===== src/design/rff_pkg.sv =====
package rff_pkg;

  // ----------------------------------------------------------------
  // timing
  // ----------------------------------------------------------------
  localparam int unsigned CLK_PERIOD_NS    = 10;
  localparam int unsigned FILTER_TIME_US   = 100;
  localparam int unsigned FILTER_CYCLES    = (FILTER_TIME_US * 1000) / CLK_PERIOD_NS;
  localparam int unsigned RST_PULSE_MAX_MS = 100;
  localparam int unsigned RST_PULSE_CYCLES = (RST_PULSE_MAX_MS * 1000000) / CLK_PERIOD_NS;

  // ----------------------------------------------------------------
  // flag vector layout
  // ----------------------------------------------------------------
  localparam int unsigned FLAG_COUNT        = 12;
  localparam int unsigned BIT_AUX_LOW       = 0;
  localparam int unsigned BIT_AUX_OVERLOAD  = 1;
  localparam int unsigned BIT_BUS_THERMAL   = 2;
  localparam int unsigned BIT_BUS_UNDERVOLT = 3;
  localparam int unsigned BIT_BUS_OVERLOAD  = 4;
  localparam int unsigned BIT_SENSE_LOW     = 5;
  localparam int unsigned BIT_SUPPLY_LOW    = 6;
  localparam int unsigned BIT_MAIN_OVL_NORM = 7;
  localparam int unsigned BIT_MAIN_OVL_LP   = 8;
  localparam int unsigned BIT_MAIN_THERMAL  = 9;
  localparam int unsigned BIT_RST_SHORT     = 10;
  localparam int unsigned BIT_BATTERY_FAIL  = 11;

  localparam logic [11:0] FLAGS_RESET = 12'h000;

endpackage : rff_pkg


===== src/design/rff_sync.sv =====
`timescale 1ns/10ps
module rff_sync #(
  parameter int unsigned WIDTH = 1
) (
  // clock and reset
  input  wire logic             ref_clk_i,
  input  wire logic             sys_rst_i,
  // data
  input  wire logic [WIDTH-1:0] async_i,
  output logic      [WIDTH-1:0] sync_o
);

  logic [WIDTH-1:0] stage1;
  logic [WIDTH-1:0] stage2;

  always_ff @(posedge ref_clk_i or posedge sys_rst_i) begin
    if (sys_rst_i) begin
      stage1 <= '0;
      stage2 <= '0;
    end else begin
      stage1 <= async_i;
      stage2 <= stage1;
    end
  end

  assign sync_o = stage2;

endmodule : rff_sync


===== src/design/rff_flag_cell.sv =====
`timescale 1ns/10ps
module rff_flag_cell #(
  parameter int unsigned FILTER = 10000
) (
  // clock and reset
  input  wire logic ref_clk_i,
  input  wire logic sys_rst_i,
  // condition and read
  input  wire logic cond_i,
  input  wire logic read_i,
  output logic      flag_o
);

  localparam int unsigned CW = (FILTER > 1) ? $clog2(FILTER + 1) : 1;
  localparam logic [CW-1:0] LIMIT = CW'(FILTER);

  logic [CW-1:0] cnt;
  logic [CW-1:0] next_cnt;
  logic          flag;
  logic          next_flag;
  logic          detect;

  // ----------------------------------------------------------------
  // filter and sticky flag
  // ----------------------------------------------------------------
  always_comb begin
    next_cnt = cnt;
    detect   = 1'b0;
    if (FILTER == 0) begin
      detect   = cond_i;
      next_cnt = '0;
    end else if (!cond_i) begin
      next_cnt = '0;
    end else if (cnt >= LIMIT) begin
      detect = 1'b1;
    end else begin
      next_cnt = cnt + CW'(1);
    end
    next_flag = flag;
    if (detect) begin
      next_flag = 1'b1;
    end else if (read_i && !cond_i) begin
      next_flag = 1'b0;
    end
  end

  always_ff @(posedge ref_clk_i or posedge sys_rst_i) begin
    if (sys_rst_i) begin
      cnt  <= '0;
      flag <= 1'b0;
    end else begin
      cnt  <= next_cnt;
      flag <= next_flag;
    end
  end

  assign flag_o = flag;

endmodule : rff_flag_cell


===== src/design/rff_top.sv =====
`timescale 1ns/10ps
// Function
// - aux regulator low flag sets after undervoltage lasts past the filter, clears on recovery plus read.
// - aux regulator overload flag sets after overcurrent lasts past the filter, clears on recovery plus read.
// - bus regulator thermal flag sets on over-temperature, clears when cool and read.
// - bus regulator undervoltage flag sets after the filter, clears when above threshold and read.
// - bus regulator overload flag sets after the filter, clears when current is low and read.
// - sense input low flag sets after the filter, clears when the pin recovers and is read.
// - primary supply low flag sets after the filter, clears on recovery plus read.
// - main regulator overload flag in normal mode only, filtered, clears on recovery plus read.
// - main regulator overload flag in low-power on mode, filtered, clears on recovery plus read.
// - main regulator thermal off flag sets on thermal shutdown, clears on recovery plus read.
// - short reset low flag sets on a reset low pulse under the limit, clears after it ends and read.
// - battery fail flag sets below the battery fail level, clears when above and read.
module rff_top #(
  parameter int unsigned FILTER_CYCLES    = rff_pkg::FILTER_CYCLES,
  parameter int unsigned RST_PULSE_CYCLES = rff_pkg::RST_PULSE_CYCLES
) (
  // clock and reset
  input  wire logic ref_clk_i,
  input  wire logic sys_rst_i,
  // comparator conditions, asynchronous, high while the fault is present
  input  wire logic aux_reg_undervolt_i,
  input  wire logic aux_reg_overcurrent_i,
  input  wire logic bus_reg_overtemp_i,
  input  wire logic bus_reg_undervolt_i,
  input  wire logic bus_reg_overcurrent_i,
  input  wire logic sense_input_low_i,
  input  wire logic primary_supply_low_i,
  input  wire logic main_reg_overcurrent_i,
  input  wire logic main_reg_lp_overcurrent_i,
  input  wire logic main_reg_thermal_off_i,
  input  wire logic reset_pin_low_i,
  input  wire logic battery_fail_i,
  // operating mode, same clock domain
  input  wire logic normal_mode_i,
  input  wire logic lowpower_main_on_i,
  // flag read strobe from the serial port, one cycle
  input  wire logic flag_read_i,
  // sticky flags
  output logic      aux_reg_low_flag_o,
  output logic      aux_reg_overload_flag_o,
  output logic      bus_reg_thermal_flag_o,
  output logic      bus_reg_undervolt_flag_o,
  output logic      bus_reg_overload_flag_o,
  output logic      sense_input_low_flag_o,
  output logic      primary_supply_low_flag_o,
  output logic      main_reg_overload_normal_flag_o,
  output logic      main_reg_overload_lowpower_flag_o,
  output logic      main_reg_thermal_off_flag_o,
  output logic      reset_short_low_flag_o,
  output logic      battery_fail_flag_o
);

  localparam int unsigned N = rff_pkg::FLAG_COUNT;

  // ----------------------------------------------------------------
  // input synchronisation
  // ----------------------------------------------------------------
  logic [N-1:0] raw;
  logic [N-1:0] syn;
  logic [N-1:0] cond;
  logic [N-1:0] flags;

  assign raw[rff_pkg::BIT_AUX_LOW]       = aux_reg_undervolt_i;
  assign raw[rff_pkg::BIT_AUX_OVERLOAD]  = aux_reg_overcurrent_i;
  assign raw[rff_pkg::BIT_BUS_THERMAL]   = bus_reg_overtemp_i;
  assign raw[rff_pkg::BIT_BUS_UNDERVOLT] = bus_reg_undervolt_i;
  assign raw[rff_pkg::BIT_BUS_OVERLOAD]  = bus_reg_overcurrent_i;
  assign raw[rff_pkg::BIT_SENSE_LOW]     = sense_input_low_i;
  assign raw[rff_pkg::BIT_SUPPLY_LOW]    = primary_supply_low_i;
  assign raw[rff_pkg::BIT_MAIN_OVL_NORM] = main_reg_overcurrent_i;
  assign raw[rff_pkg::BIT_MAIN_OVL_LP]   = main_reg_lp_overcurrent_i;
  assign raw[rff_pkg::BIT_MAIN_THERMAL]  = main_reg_thermal_off_i;
  assign raw[rff_pkg::BIT_RST_SHORT]     = reset_pin_low_i;
  assign raw[rff_pkg::BIT_BATTERY_FAIL]  = battery_fail_i;

  rff_sync #(
    .WIDTH (N)
  ) u_sync (
    .ref_clk_i (ref_clk_i),
    .sys_rst_i (sys_rst_i),
    .async_i   (raw),
    .sync_o    (syn)
  );

  // ----------------------------------------------------------------
  // reset pin short pulse measurement
  // ----------------------------------------------------------------
  localparam int unsigned PW = $clog2(RST_PULSE_CYCLES + 1);
  localparam logic [PW-1:0] PLIMIT = PW'(RST_PULSE_CYCLES);

  logic [PW-1:0] pulse_cnt;
  logic [PW-1:0] next_pulse_cnt;
  logic          pin_low_d;
  logic          next_pin_low_d;
  logic          short_seen;
  logic          pulse_end;

  always_comb begin
    next_pin_low_d = syn[rff_pkg::BIT_RST_SHORT];
    next_pulse_cnt = pulse_cnt;
    pulse_end      = pin_low_d && !syn[rff_pkg::BIT_RST_SHORT];
    short_seen     = pulse_end && (pulse_cnt < PLIMIT);
    if (syn[rff_pkg::BIT_RST_SHORT]) begin
      if (pulse_cnt < PLIMIT) begin
        next_pulse_cnt = pulse_cnt + PW'(1);
      end
    end else begin
      next_pulse_cnt = '0;
    end
  end

  always_ff @(posedge ref_clk_i or posedge sys_rst_i) begin
    if (sys_rst_i) begin
      pulse_cnt <= '0;
      pin_low_d <= 1'b0;
    end else begin
      pulse_cnt <= next_pulse_cnt;
      pin_low_d <= next_pin_low_d;
    end
  end

  // ----------------------------------------------------------------
  // conditions seen by the flag cells
  // ----------------------------------------------------------------
  always_comb begin
    cond = syn;
    cond[rff_pkg::BIT_MAIN_OVL_NORM] = syn[rff_pkg::BIT_MAIN_OVL_NORM] && normal_mode_i;
    cond[rff_pkg::BIT_MAIN_OVL_LP]   = syn[rff_pkg::BIT_MAIN_OVL_LP] && lowpower_main_on_i;
    // set on a finished short pulse; cannot clear while the pin is still low
    cond[rff_pkg::BIT_RST_SHORT]     = short_seen || syn[rff_pkg::BIT_RST_SHORT];
  end

  // ----------------------------------------------------------------
  // flag cells: filtered ones, immediate ones and the reset short pulse flag
  // ----------------------------------------------------------------
  localparam logic [N-1:0] FILTERED = 12'h1FB;

  genvar g;
  generate
    for (g = 0; g < N; g++) begin : g_cell
      if (FILTERED[g]) begin : g_filt
        rff_flag_cell #(
          .FILTER (FILTER_CYCLES)
        ) u_cell (
          .ref_clk_i (ref_clk_i),
          .sys_rst_i (sys_rst_i),
          .cond_i    (cond[g]),
          .read_i    (flag_read_i),
          .flag_o    (flags[g])
        );
      end else if (g == rff_pkg::BIT_RST_SHORT) begin : g_pulse
        logic sflag;
        logic next_sflag;
        always_comb begin
          next_sflag = sflag;
          if (short_seen) begin
            next_sflag = 1'b1;
          end else if (flag_read_i && !cond[g]) begin
            next_sflag = 1'b0;
          end
        end
        always_ff @(posedge ref_clk_i or posedge sys_rst_i) begin
          if (sys_rst_i) begin
            sflag <= 1'b0;
          end else begin
            sflag <= next_sflag;
          end
        end
        assign flags[g] = sflag;
      end else begin : g_imm
        rff_flag_cell #(
          .FILTER (0)
        ) u_cell (
          .ref_clk_i (ref_clk_i),
          .sys_rst_i (sys_rst_i),
          .cond_i    (cond[g]),
          .read_i    (flag_read_i),
          .flag_o    (flags[g])
        );
      end
    end
  endgenerate

  // ----------------------------------------------------------------
  // outputs
  // ----------------------------------------------------------------
  assign aux_reg_low_flag_o                = flags[rff_pkg::BIT_AUX_LOW];
  assign aux_reg_overload_flag_o           = flags[rff_pkg::BIT_AUX_OVERLOAD];
  assign bus_reg_thermal_flag_o            = flags[rff_pkg::BIT_BUS_THERMAL];
  assign bus_reg_undervolt_flag_o          = flags[rff_pkg::BIT_BUS_UNDERVOLT];
  assign bus_reg_overload_flag_o           = flags[rff_pkg::BIT_BUS_OVERLOAD];
  assign sense_input_low_flag_o            = flags[rff_pkg::BIT_SENSE_LOW];
  assign primary_supply_low_flag_o         = flags[rff_pkg::BIT_SUPPLY_LOW];
  assign main_reg_overload_normal_flag_o   = flags[rff_pkg::BIT_MAIN_OVL_NORM];
  assign main_reg_overload_lowpower_flag_o = flags[rff_pkg::BIT_MAIN_OVL_LP];
  assign main_reg_thermal_off_flag_o       = flags[rff_pkg::BIT_MAIN_THERMAL];
  assign reset_short_low_flag_o            = flags[rff_pkg::BIT_RST_SHORT];
  assign battery_fail_flag_o               = flags[rff_pkg::BIT_BATTERY_FAIL];

endmodule : rff_top


===== config.mk =====
export PLATFORM = sky130hd
export DESIGN_NAME = rff_top
export DESIGN_NICKNAME = d
export VERILOG_FILES = /design/src/design/rff_pkg.sv /design/src/design/rff_sync.sv /design/src/design/rff_flag_cell.sv /design/src/design/rff_top.sv
export SDC_FILE = /design/constraint.sdc
export NUM_CORES = 1
export LEC_CHECK = 0
export BUFFER_PORTS_ARGS = -buffer_cell sky130_fd_sc_hd__buf_2
export CORE_ASPECT_RATIO = 1.4
export CORE_UTILIZATION = 35
export CTS_CLUSTER_DIAMETER = 80
export DETAILED_ROUTE_END_ITERATION = 16
export GPL_TIMING_DRIVEN = 0
export PLACE_DENSITY = 0.64
export SYNTH_ARGS = -nofsm -noshare
export SYNTH_HDL_FRONTEND = slang
export SYNTH_SLANG_ARGS = --single-unit

===== constraint.sdc =====
create_clock -name ref_clk_i -period 6.4 [get_ports ref_clk_i]
set_clock_uncertainty 0.1 [all_clocks]
set_input_delay 1.28 -clock ref_clk_i [delete_from_list [all_inputs] [get_ports ref_clk_i]]
set_output_delay 1.28 -clock ref_clk_i [all_outputs]
set_load 0.03 [all_outputs]

### Word-level counts from Yosys, hierarchy flattened

Index checks and enable logic that the tools add are counted.

* flip-flop bits (word level): 173
* input bits: 17
* word-level logic and storage cells: 151

* add/sub/neg operators: 9
* magnitude comparators: 9
* equality and inequality tests: 9
* mux-type cells: 58
* reductions and logical operators: 42

Operator list (number)
* 14-bit 2-to-1 mux: 16
* 14-bit by 1-bit adder with 14-bit output (second input constant): 8
* 14-bit >= comparator (second input constant): 8
* 24-bit 2-to-1 mux: 2
* 1-bit 2-to-1 mux: 40
* 24-bit by 1-bit adder with 24-bit output (second input constant): 1
* 24-bit < comparator (second input constant): 1
* 2-bit nonzero test: 12
* 2-bit != test (second input constant): 9
* 1-bit logical AND: 16
* 1-bit zero test: 13
* 1-bit logical OR: 1

### Depth between registers and ports, before layout

Gate-level depths: netlist (run 1).

* word-level depth: 8
* depth in mapped cells: 8

### Modules after synthesis

A second synthesis (run 1) with hierarchy kept.

* cells, all modules: 849
* area, all modules: 8635.8 µm²

Modules (own cells, without submodules)
* rff_flag_cell at g_cell[0].g_filt.u_cell ...: instances 8, cells each 82, area an instance 804.5 µm², sequential area each 375.4 µm²
* rff_top: instances 1, cells each 156, area an instance 1475.2 µm², sequential area each 650.6 µm²
* rff_sync: instances 1, cells each 25, area an instance 604.3 µm², sequential area each 600.6 µm²
* rff_flag_cell at g_cell[11].g_imm.u_cell ...: instances 3, cells each 4, area an instance 40.0 µm², sequential area each 25.0 µm²

### Worst setup path before layout (run 1)

OpenSTA, ideal clock, no wires.

* kind: register to register
* start point: register g_cell[3].g_filt.u_cell.cnt[4]
* end point: register g_cell[3].g_filt.u_cell.cnt[5]
* library setup time: 0.132 ns
* arrival: 1.839 ns
* path slack: 4.329 ns
* stages on the path, launching flop included: 7
* path buffers: 1
* clock period less this slack: 2.071 ns
* cell sequence: dfrtp_1 or4_4 a211o_4 buf_6 a211oi_2 xnor2_1 nor2_1

* cells in the longest elaborated chain, start to end: 3
* elaborated cells between the ends (all ways): 5
* classes of those cells: add/sub: 1; order compare: 1; eq/ne: 1; mux: 2

RTL lines
* start: declaration: line rff_flag_cell.sv:17 `logic [CW-1:0] cnt;`
* start signal: assignment: line rff_flag_cell.sv:52 `cnt <= next_cnt;`
* 14-bit by 1-bit adder with 14-bit output: line rff_flag_cell.sv:37 `next_cnt = cnt + CW'(1);`
* 14-bit 2-to-1 mux: line rff_flag_cell.sv:34 `end else if (cnt >= LIMIT) begin`
* 14-bit 2-to-1 mux: line rff_flag_cell.sv:32 `end else if (!cond_i) begin`

Several ways; a longest one is shown, not always the timed one. The select of a mux whose other input is x is not followed.
A chain may end at the register's enable or synchronous reset.

### Final worst setup path (run 1)

* start point: register pulse_cnt[18]
* end point: register g_cell[10].g_pulse.sflag (netlist: reset_short_low_flag_o)

* cells in the longest elaborated chain, start to end: 6
* elaborated cells between the ends (all ways): 7
* classes of those cells: order compare: 1; mux: 1; reduce/logical: 5

RTL lines
* start: declaration: line rff_top.sv:93 `logic [PW-1:0] pulse_cnt;`
* start signal: assignment: line rff_top.sv:119 `pulse_cnt <= next_pulse_cnt;`
* 24-bit < comparator (*): line rff_top.sv:104 `short_seen = pulse_end && (pulse_cnt < PLIMIT);`
* 1-bit logical AND (*): line rff_top.sv:104
* 1-bit logical OR: line rff_top.sv:132 `cond[rff_pkg::BIT_RST_SHORT] = short_seen || syn[rff_pkg::BIT_RST_SHORT];`
* 1-bit zero test: line rff_top.sv:160 `end else if (flag_read_i && !cond[g]) begin`
* 1-bit logical AND: line rff_top.sv:160
* 2-bit nonzero test (no line)
* end signal: assignment: line rff_top.sv:168 `sflag <= next_sflag;`
* end: declaration: line rff_top.sv:154 `logic sflag;`

Every way passes the cells marked *; elsewhere a longest branch is shown, timed or not.

==> impl_metrics.csv, run 1 <==
group,metric,value,unit
setup_path,critPathRequiredTime,6620,ps
floorplanning,coreArea,0.0241,mm^2
clock_tree,cts_buffer_depth,2,
clock_tree,post_cts_resized,0,
setup_path,path_class,"register to register",
logic_synthesis,synth_top_area_cell,"dfrtp_1",
placed_design,gp_congestion,0.818,
grt,grt_pass1_vias,6394,
drt,first_pass_iters,4,
timing,finalCriticalPeriod,2400,ps
grt,grt_util_all_layers,0.142,
logic_synthesis,synth_top_area_frac,0.504,
floorplanning,dieArea,0.0252,mm^2
logic_synthesis,avgSynthCellArea,9.83,um^2
clock_tree,cts_tree,"done",
setup_path,cp-end-kind,"register",
placed_design,io_buffers,28,
timing,maxSlewHeadroom,0.556,
logic_synthesis,syn_area,0.00860,mm^2
drt,vias,6338,
setup_path,critPathLaunchType,"register",
clock_tree,clock_sinks,173,
timing,maxSlewViolCount,0,
clock_tree,cts_root_buf,"clkbuf_16",
finish,fillCellCount,2344,
logic_synthesis,synth.distinct_cells,52,
setup_path,cp.arrival,2620,ps
clock_tree,numCtsBuffers,17,
logic_synthesis,yosysWarnings,0,
timing,period_share,0.375,
drt,drc,0,
floorplanning,die_w,134,um
power,ir_worst_vdd,193,uV
drt,routedWlPerCell,13.6,um
drt,wl,16900,um
placed_design,dp_hpwl,11400,um
run,cap_violations,0,
logic_synthesis,synth_seq_cells,173,
min_path,hold_class,"register to register",
timing,setup_viol,0,
logic_synthesis,syn_inst,874,
clock_tree,cts-htree-levels,4,
grt,grt_pass1_wl,29500,um
timing,hold_viol,0,
setup_path,cp_max_fo,10,
timing,finalSetupTns,0,ps
timing,max_freq,0.417,GHz
clock_tree,post_cts_buffers,0,
finish,antenna_cells,0,
finish,drive_gt1_frac,0.102,
grt,grt.overflow.total,0,
timing,grt_setup_unrepaired,"no",
clock_tree,clk_pin_slew_worst_paths,70,ps
floorplanning,ios,29,
floorplanning,rows,67,
logic_synthesis,synthesis.nets,908,
finish,syn2layout_area_growth,13.0,%
floorplanning,start_util,0.357,
outcome,outcome,"completed",
drt,viasPerCell,5.09,
logic_synthesis,seq_area_frac_synth,0.504,
clock_tree,holdBufCountCts,0,
grt,antenna_found_initial,0,
timing,worstMarginPinSlew,662,ps
power,pwr_density_cell,226,mW/mm^2
logic_synthesis,synth.area.top_cells,"dfrtp_1 (50%), xnor2_1 (9.1%), nor2_1 (4.8%)",
clock_tree,worstSkewPairLatency,430,ps
grt,grt_max_degree,108,
drt,drt_iter0_markers,294,
finish,final_util,0.404,
floorplanning,die_h,187,um
power,p_leak,0.00398,uW
drt,ant_nets,0,
finish,nets,956,
stage by stage:
| stage | cells | total power, uW | cell area [um^2] | worst slack (ps) | hold WS [ps] |
|---|---|---|---|---|---|
| 4_1_cts | 1245 | 2240 | 9710 | 3980 | 250 |
| 3_5_place_dp | 1213 | 1250 | 9160 | 4010 | 235 |
| 3_3_place_gp | 1212 | 1250 | 9120 | -1700 | 232 |
| 5_1_grt | 1245 | 2290 | 9710 | 3810 | 254 |
| 6_report | 1245 | 2200 | 9710 | 4000 | 248 |
| 2_1_floorplan | 874 | 1220 | 8600 | 332 | 231 |
sequential cells by signal (all words and copies together) (netlist names):
name / count
g_cell.g_filt.u_cell.cnt: 112
pin_low_d: 1
g_cell.g_imm.u_cell.flag_o: 3
g_cell.g_filt.u_cell.flag_o: 8
reset_short_low_flag_o: 1
pulse_cnt: 24
u_sync.stage1: 12
u_sync.sync_o: 12
final cells by class:
type | count | area [um^2] | share of cell area
Tap cell | 310 | 388 | 0.0399
Inverter | 34 | 135 | 0.0139
Timing Repair Buffer | 29 | 168 | 0.0173
Multi-Input combinational cell | 627 | 3960 | 0.408
Sequential cell | 173 | 4330 | 0.446
Clock inverter | 13 | 118 | 0.0121
Clock buffer | 19 | 433 | 0.0446
Buffer | 40 | 179 | 0.0184
critical path, stage by stage, from the launching register on:
cell,delay (ps)
dfrtp_1,410
or3_1,420
nor2_1,120
a41o_1,330
buf_2,260
buf_2,260
nor2_1,100
a32o_1,280
cell usage after synthesis (all sizes together):
| cell type | count |
|---|---|
| dfrtp | 173 |
| nor2 | 110 |
| xnor2 | 89 |
| nand2 | 71 |
| nand3 | 62 |
| a21oi | 55 |
| a211oi | 38 |
| inv | 34 |
| clkbuf | 31 |
| o21ai | 22 |
| nand4 | 21 |
| and3 | 18 |
| ha | 17 |
| or4 | 16 |
| mux2i | 12 |
| nand2b | 12 |
| o31ai | 12 |
| nor3 | 11 |
| buf | 9 |
| a2111oi | 7 |
| a21boi | 6 |
| and4 | 6 |
| nor4 | 6 |
| or3 | 6 |
| a211o | 4 |
| o21a | 4 |
| a21o | 3 |
| a41oi | 3 |
| a31o | 2 |
| a31oi | 2 |
| and2 | 2 |
| nor4b | 2 |
| or2 | 2 |
| a32o | 1 |
| a41o | 1 |
| and4b | 1 |
| o211ai | 1 |
| o311ai | 1 |
| o41ai | 1 |
path summary, 6_finish.rpt:
| kind | slack [ps] | from | depth (start not counted) | endpoint |
|---|---|---|---|---|
| hold reg to reg | 250 | u_sync.stage1[1]$_DFF_PP0_ | 0 | u_sync.sync_o[1]$_DFF_PP0_ |
| setup reg to reg | 4000 | pulse_cnt[18]$_DFFE_PP0P_ | 7 | reset_short_low_flag_o$_DFFE_PP0P_ |
| setup / recovery | 4000 | pulse_cnt[18]$_DFFE_PP0P_ | 7 | reset_short_low_flag_o$_DFFE_PP0P_ |
| min in group asynchronous | 800 | sys_rst_i | 2 | g_cell[6].g_filt.u_cell.cnt[1]$_DFFE_PP0N_ |
| hold / removal | 250 | u_sync.stage1[1]$_DFF_PP0_ | 0 | u_sync.sync_o[1]$_DFF_PP0_ |
| max in group asynchronous | 4490 | sys_rst_i | 3 | g_cell[6].g_filt.u_cell.cnt[8]$_DFFE_PP0N_ |
per-layer routing:
layer / GRT usage / part of all wire / wire [um]
met1: 0.168 / 0.44 / 7490
met2: 0.253 / 0.52 / 8730
met3: 0.0314 / 0.026 / 442
met4: 0.0471 / 0.016 / 271
met5: 0 / 0 / 0
logic make-up (layout without fill, tap and decap cells):
logic type	after synthesis	in the layout	synth area share
DFF	173	173	0.504
AOI/OAI and AO/OA	163	163	0.136
adders and majority gates	17	17	0.0247
and+or+nand+nor	346	346	0.196
buffers and inverters	74	135	0.0357
muxes	12	12	0.0140
xor gates and xnor gates	89	89	0.0907
report_power, final:
group / switching (uW) / internal [uW]
logic: 67.4 / 28.7
clock network: 432 / 536
registers: 17.9 / 1120
total: 518 / 1680
cell usage in the layout, fill, tap and decap left out, types with 20 or more instances in the layout:
cell type / n
a211oi_1: 23
dfrtp_1: 173
nand3_1: 62
nor2_1: 110
inv_1: 33
buf_2: 33
a21oi_1: 55
o21ai_0: 20
nand4_1: 21
nand2_1: 71
xnor2_1: 89
clkbuf_1: 33
Note: power is estimated with default switching activity, not from simulation.
==> run 2: changes to the inputs <==
- clock period: 6.4 -> 1.98 ns (I/O delays scaled with it)
==> impl_metrics.csv, run 2 (synthesis results as in run 1) <==
group,metric,value,unit
outcome,outcome,"complete, but fails checks",
outcome,violations,"negative setup slack",
clock_tree,cts_root_buf,"clkbuf_16",
drt,vias,6856,
setup_path,slowest_stage,"or4_4",
timing,max_freq,0.459,GHz
clock_tree,clock_sinks,173,
timing,finalCriticalPeriod,2180,ps
grt,antenna_found_initial,0,
power,p_leak,0.00450,uW
clock_tree,cts_tree,"done",
timing,maxSlewHeadroom,0.402,
drt,drc,0,
finish,antenna_cells,0,
finish,fin_cells,1305,
drt,ant_nets,0,
drt,drt_iter0_markers,327,
floorplanning,die_h,187,um
placed_design,io_buffers,28,
setup_path,critPathTopFamily,"simple AND/OR/NAND/NOR gates",
placed_design,dp_hpwl,11800,um
power,fin_total_pwr,7350,uW
setup_path,path_cells,"or4_4 -> a211o_4 -> buf_6 -> buf_6 -> a21oi_4 -> xnor2_1 -> nor2_1",
power,ir_worst_vdd,630,uV
timing,finalSetupTns,-4570,ps
clock_tree,clk_pin_slew_worst_paths,70,ps
finish,drive_gt1_frac,0.276,
drt,wl,19900,um
finish,largest_reg_flops,112,
power,pwr_density_cell,652,mW/mm^2
clock_tree,cts-htree-levels,4,
timing,period_share,1.10,
timing,layout_setup_ws,-199,ps
setup_path,crit_path_max_incr_delay,540,ps
setup_path,cp.arrival,2360,ps
timing,grt_setup_unrepaired,"yes",
clock_tree,numCtsBuffers,17,
floorplanning,coreArea,0.0241,mm^2
setup_path,critPathBufInv,2,
setup_path,path_class,"register to register",
placed_design,dp_cells,1217,
setup_path,cp_max_fo,6,
finish,reg.largest.list,"g_cell.g_filt.u_cell.cnt x112, pulse_cnt x24",
run,cap_violations,0,
grt,grt_pass1_vias,6851,
drt,first_pass_iters,6,
floorplanning,rows,67,
clock_tree,worstSkewPairLatency,430,ps
floorplanning,ios,29,
timing,worstMarginPinSlew,897,ps
setup_path,r2r_start,"g_cell[3].g_filt.u_cell.cnt[6]$_DFFE_PP0N_",
min_path,hold_class,"input port to register",
timing,maxSlewViolCount,0,
grt,grt_pass1_wl,32300,um
finish,regMostFlops,"g_cell.g_filt.u_cell.cnt",
floorplanning,dieArea,0.0252,mm^2
clock_tree,cts_buffer_depth,2,
placed_design,gp_congestion,0.817,
timing,hold_viol,0,
drt,viasPerCell,5.25,
timing,setup_viol,58,
min_path,hold_start,"lowpower_main_on_i",
drt,routedWlPerCell,15.3,um
finish,nets,1016,
setup_path,cpMostUsedCell,"buf_6",
setup_path,crit_start,"g_cell[3].g_filt.u_cell.cnt[6]$_DFFE_PP0N_",
grt,grt_max_degree,41,
grt,grt.overflow.total,0,
finish,mostFrequentLayoutCell,"dfrtp_1",
floorplanning,die_w,134,um
finish,syn2layout_area_growth,31.2,%
setup_path,cp-end-kind,"register",
setup_path,critPathRequiredTime,2170,ps
floorplanning,start_util,0.357,
grt,grt_util_all_layers,0.157,
finish,final_cell_mix,"dfrtp_1 (163), nor2_1 (107), xnor2_1 (85), nand2_1 (66), nand3_1 (61)",
setup_path,critPathLaunchType,"register",
run 2: cell types whose count changed in the layout (fill, tap and decap cells not counted), sizes merged:
cell / change
clkbuf: -2
buf: +49
clkinvlp: -2
clkinv: -1
inv: +3
dlygate4sd3: +13
run 2: timing repair:
action | in CTS | in global routing
hold endpoints to repair | 26 | 0
gates resized for setup | 89 | 130
buffers inserted | 26 | 13
gates cloned | 3 | 3
endpoints found under the setup margin | 81 | 112
pin swaps | 70 | 67
hold buffers | 13 | 0
run 2: through the flow:
step / area [um^2] / util / setup slack (ps) / hold WS, ps
after floorplan: 8630 / - / -727 / 231
after global placement: 9160 / 0.381 / -1930 / 232
after detailed placement: 9260 / 0.385 / -265 / 235
after CTS: 10500 / 0.437 / -157 / 150
after global routing: 11300 / 0.469 / -251 / 157
final: 11300 / 0.469 / -199 / 170
run 2: cell type report:
cell class                 instances  area (um^2)
buffer                            38          248
clock buffer                      19          443
clock inverter                    13          130
fill                            2138        12800
inverter                          34          131
multi-input combinational        627         4770
sequential                       173         4340
tap                              310          388
timing repair buffer              91          826
run 2: report_power, final:
part           switching, uW  internal [uW]  total, uW
Sequential              59.2           3600       3660
Clock                   1510           1800       3310
Combinational            241            136        377
run 2: tightest hold or removal path: cells and delay by family:
kind / cells / cell delay, ps
multiplexers: 1 / 60
AND/OR/NAND/NOR: 1 / 70
buffers and inverters: 1 / 120
run 2: path summary, 6_finish.rpt:
check	to	slack, ps	depth (start not counted)
setup / recovery	g_cell[3].g_filt.u_cell.cnt[4]$_DFFE_PP0N_	-200	7
hold / removal	g_cell[8].g_filt.u_cell.cnt[12]$_DFFE_PP0N_	170	3
setup reg to reg	g_cell[3].g_filt.u_cell.cnt[4]$_DFFE_PP0N_	-200	7
hold reg to reg	u_sync.sync_o[11]$_DFF_PP0_	250	0
max in group asynchronous	pulse_cnt[3]$_DFFE_PP0P_	410	6
min in group asynchronous	u_sync.stage1[3]$_DFF_PP0_	390	3
run 2: metal layers:
metal,share of wire,vias up,wire [um],global-route usage
li1,-,3279,-,-
met1,0.42,3435,8330,0.186
met2,0.54,112,10700,0.275
met3,0.026,30,510,0.0287
met4,0.019,0,384,0.0674
met5,0,-,0,0
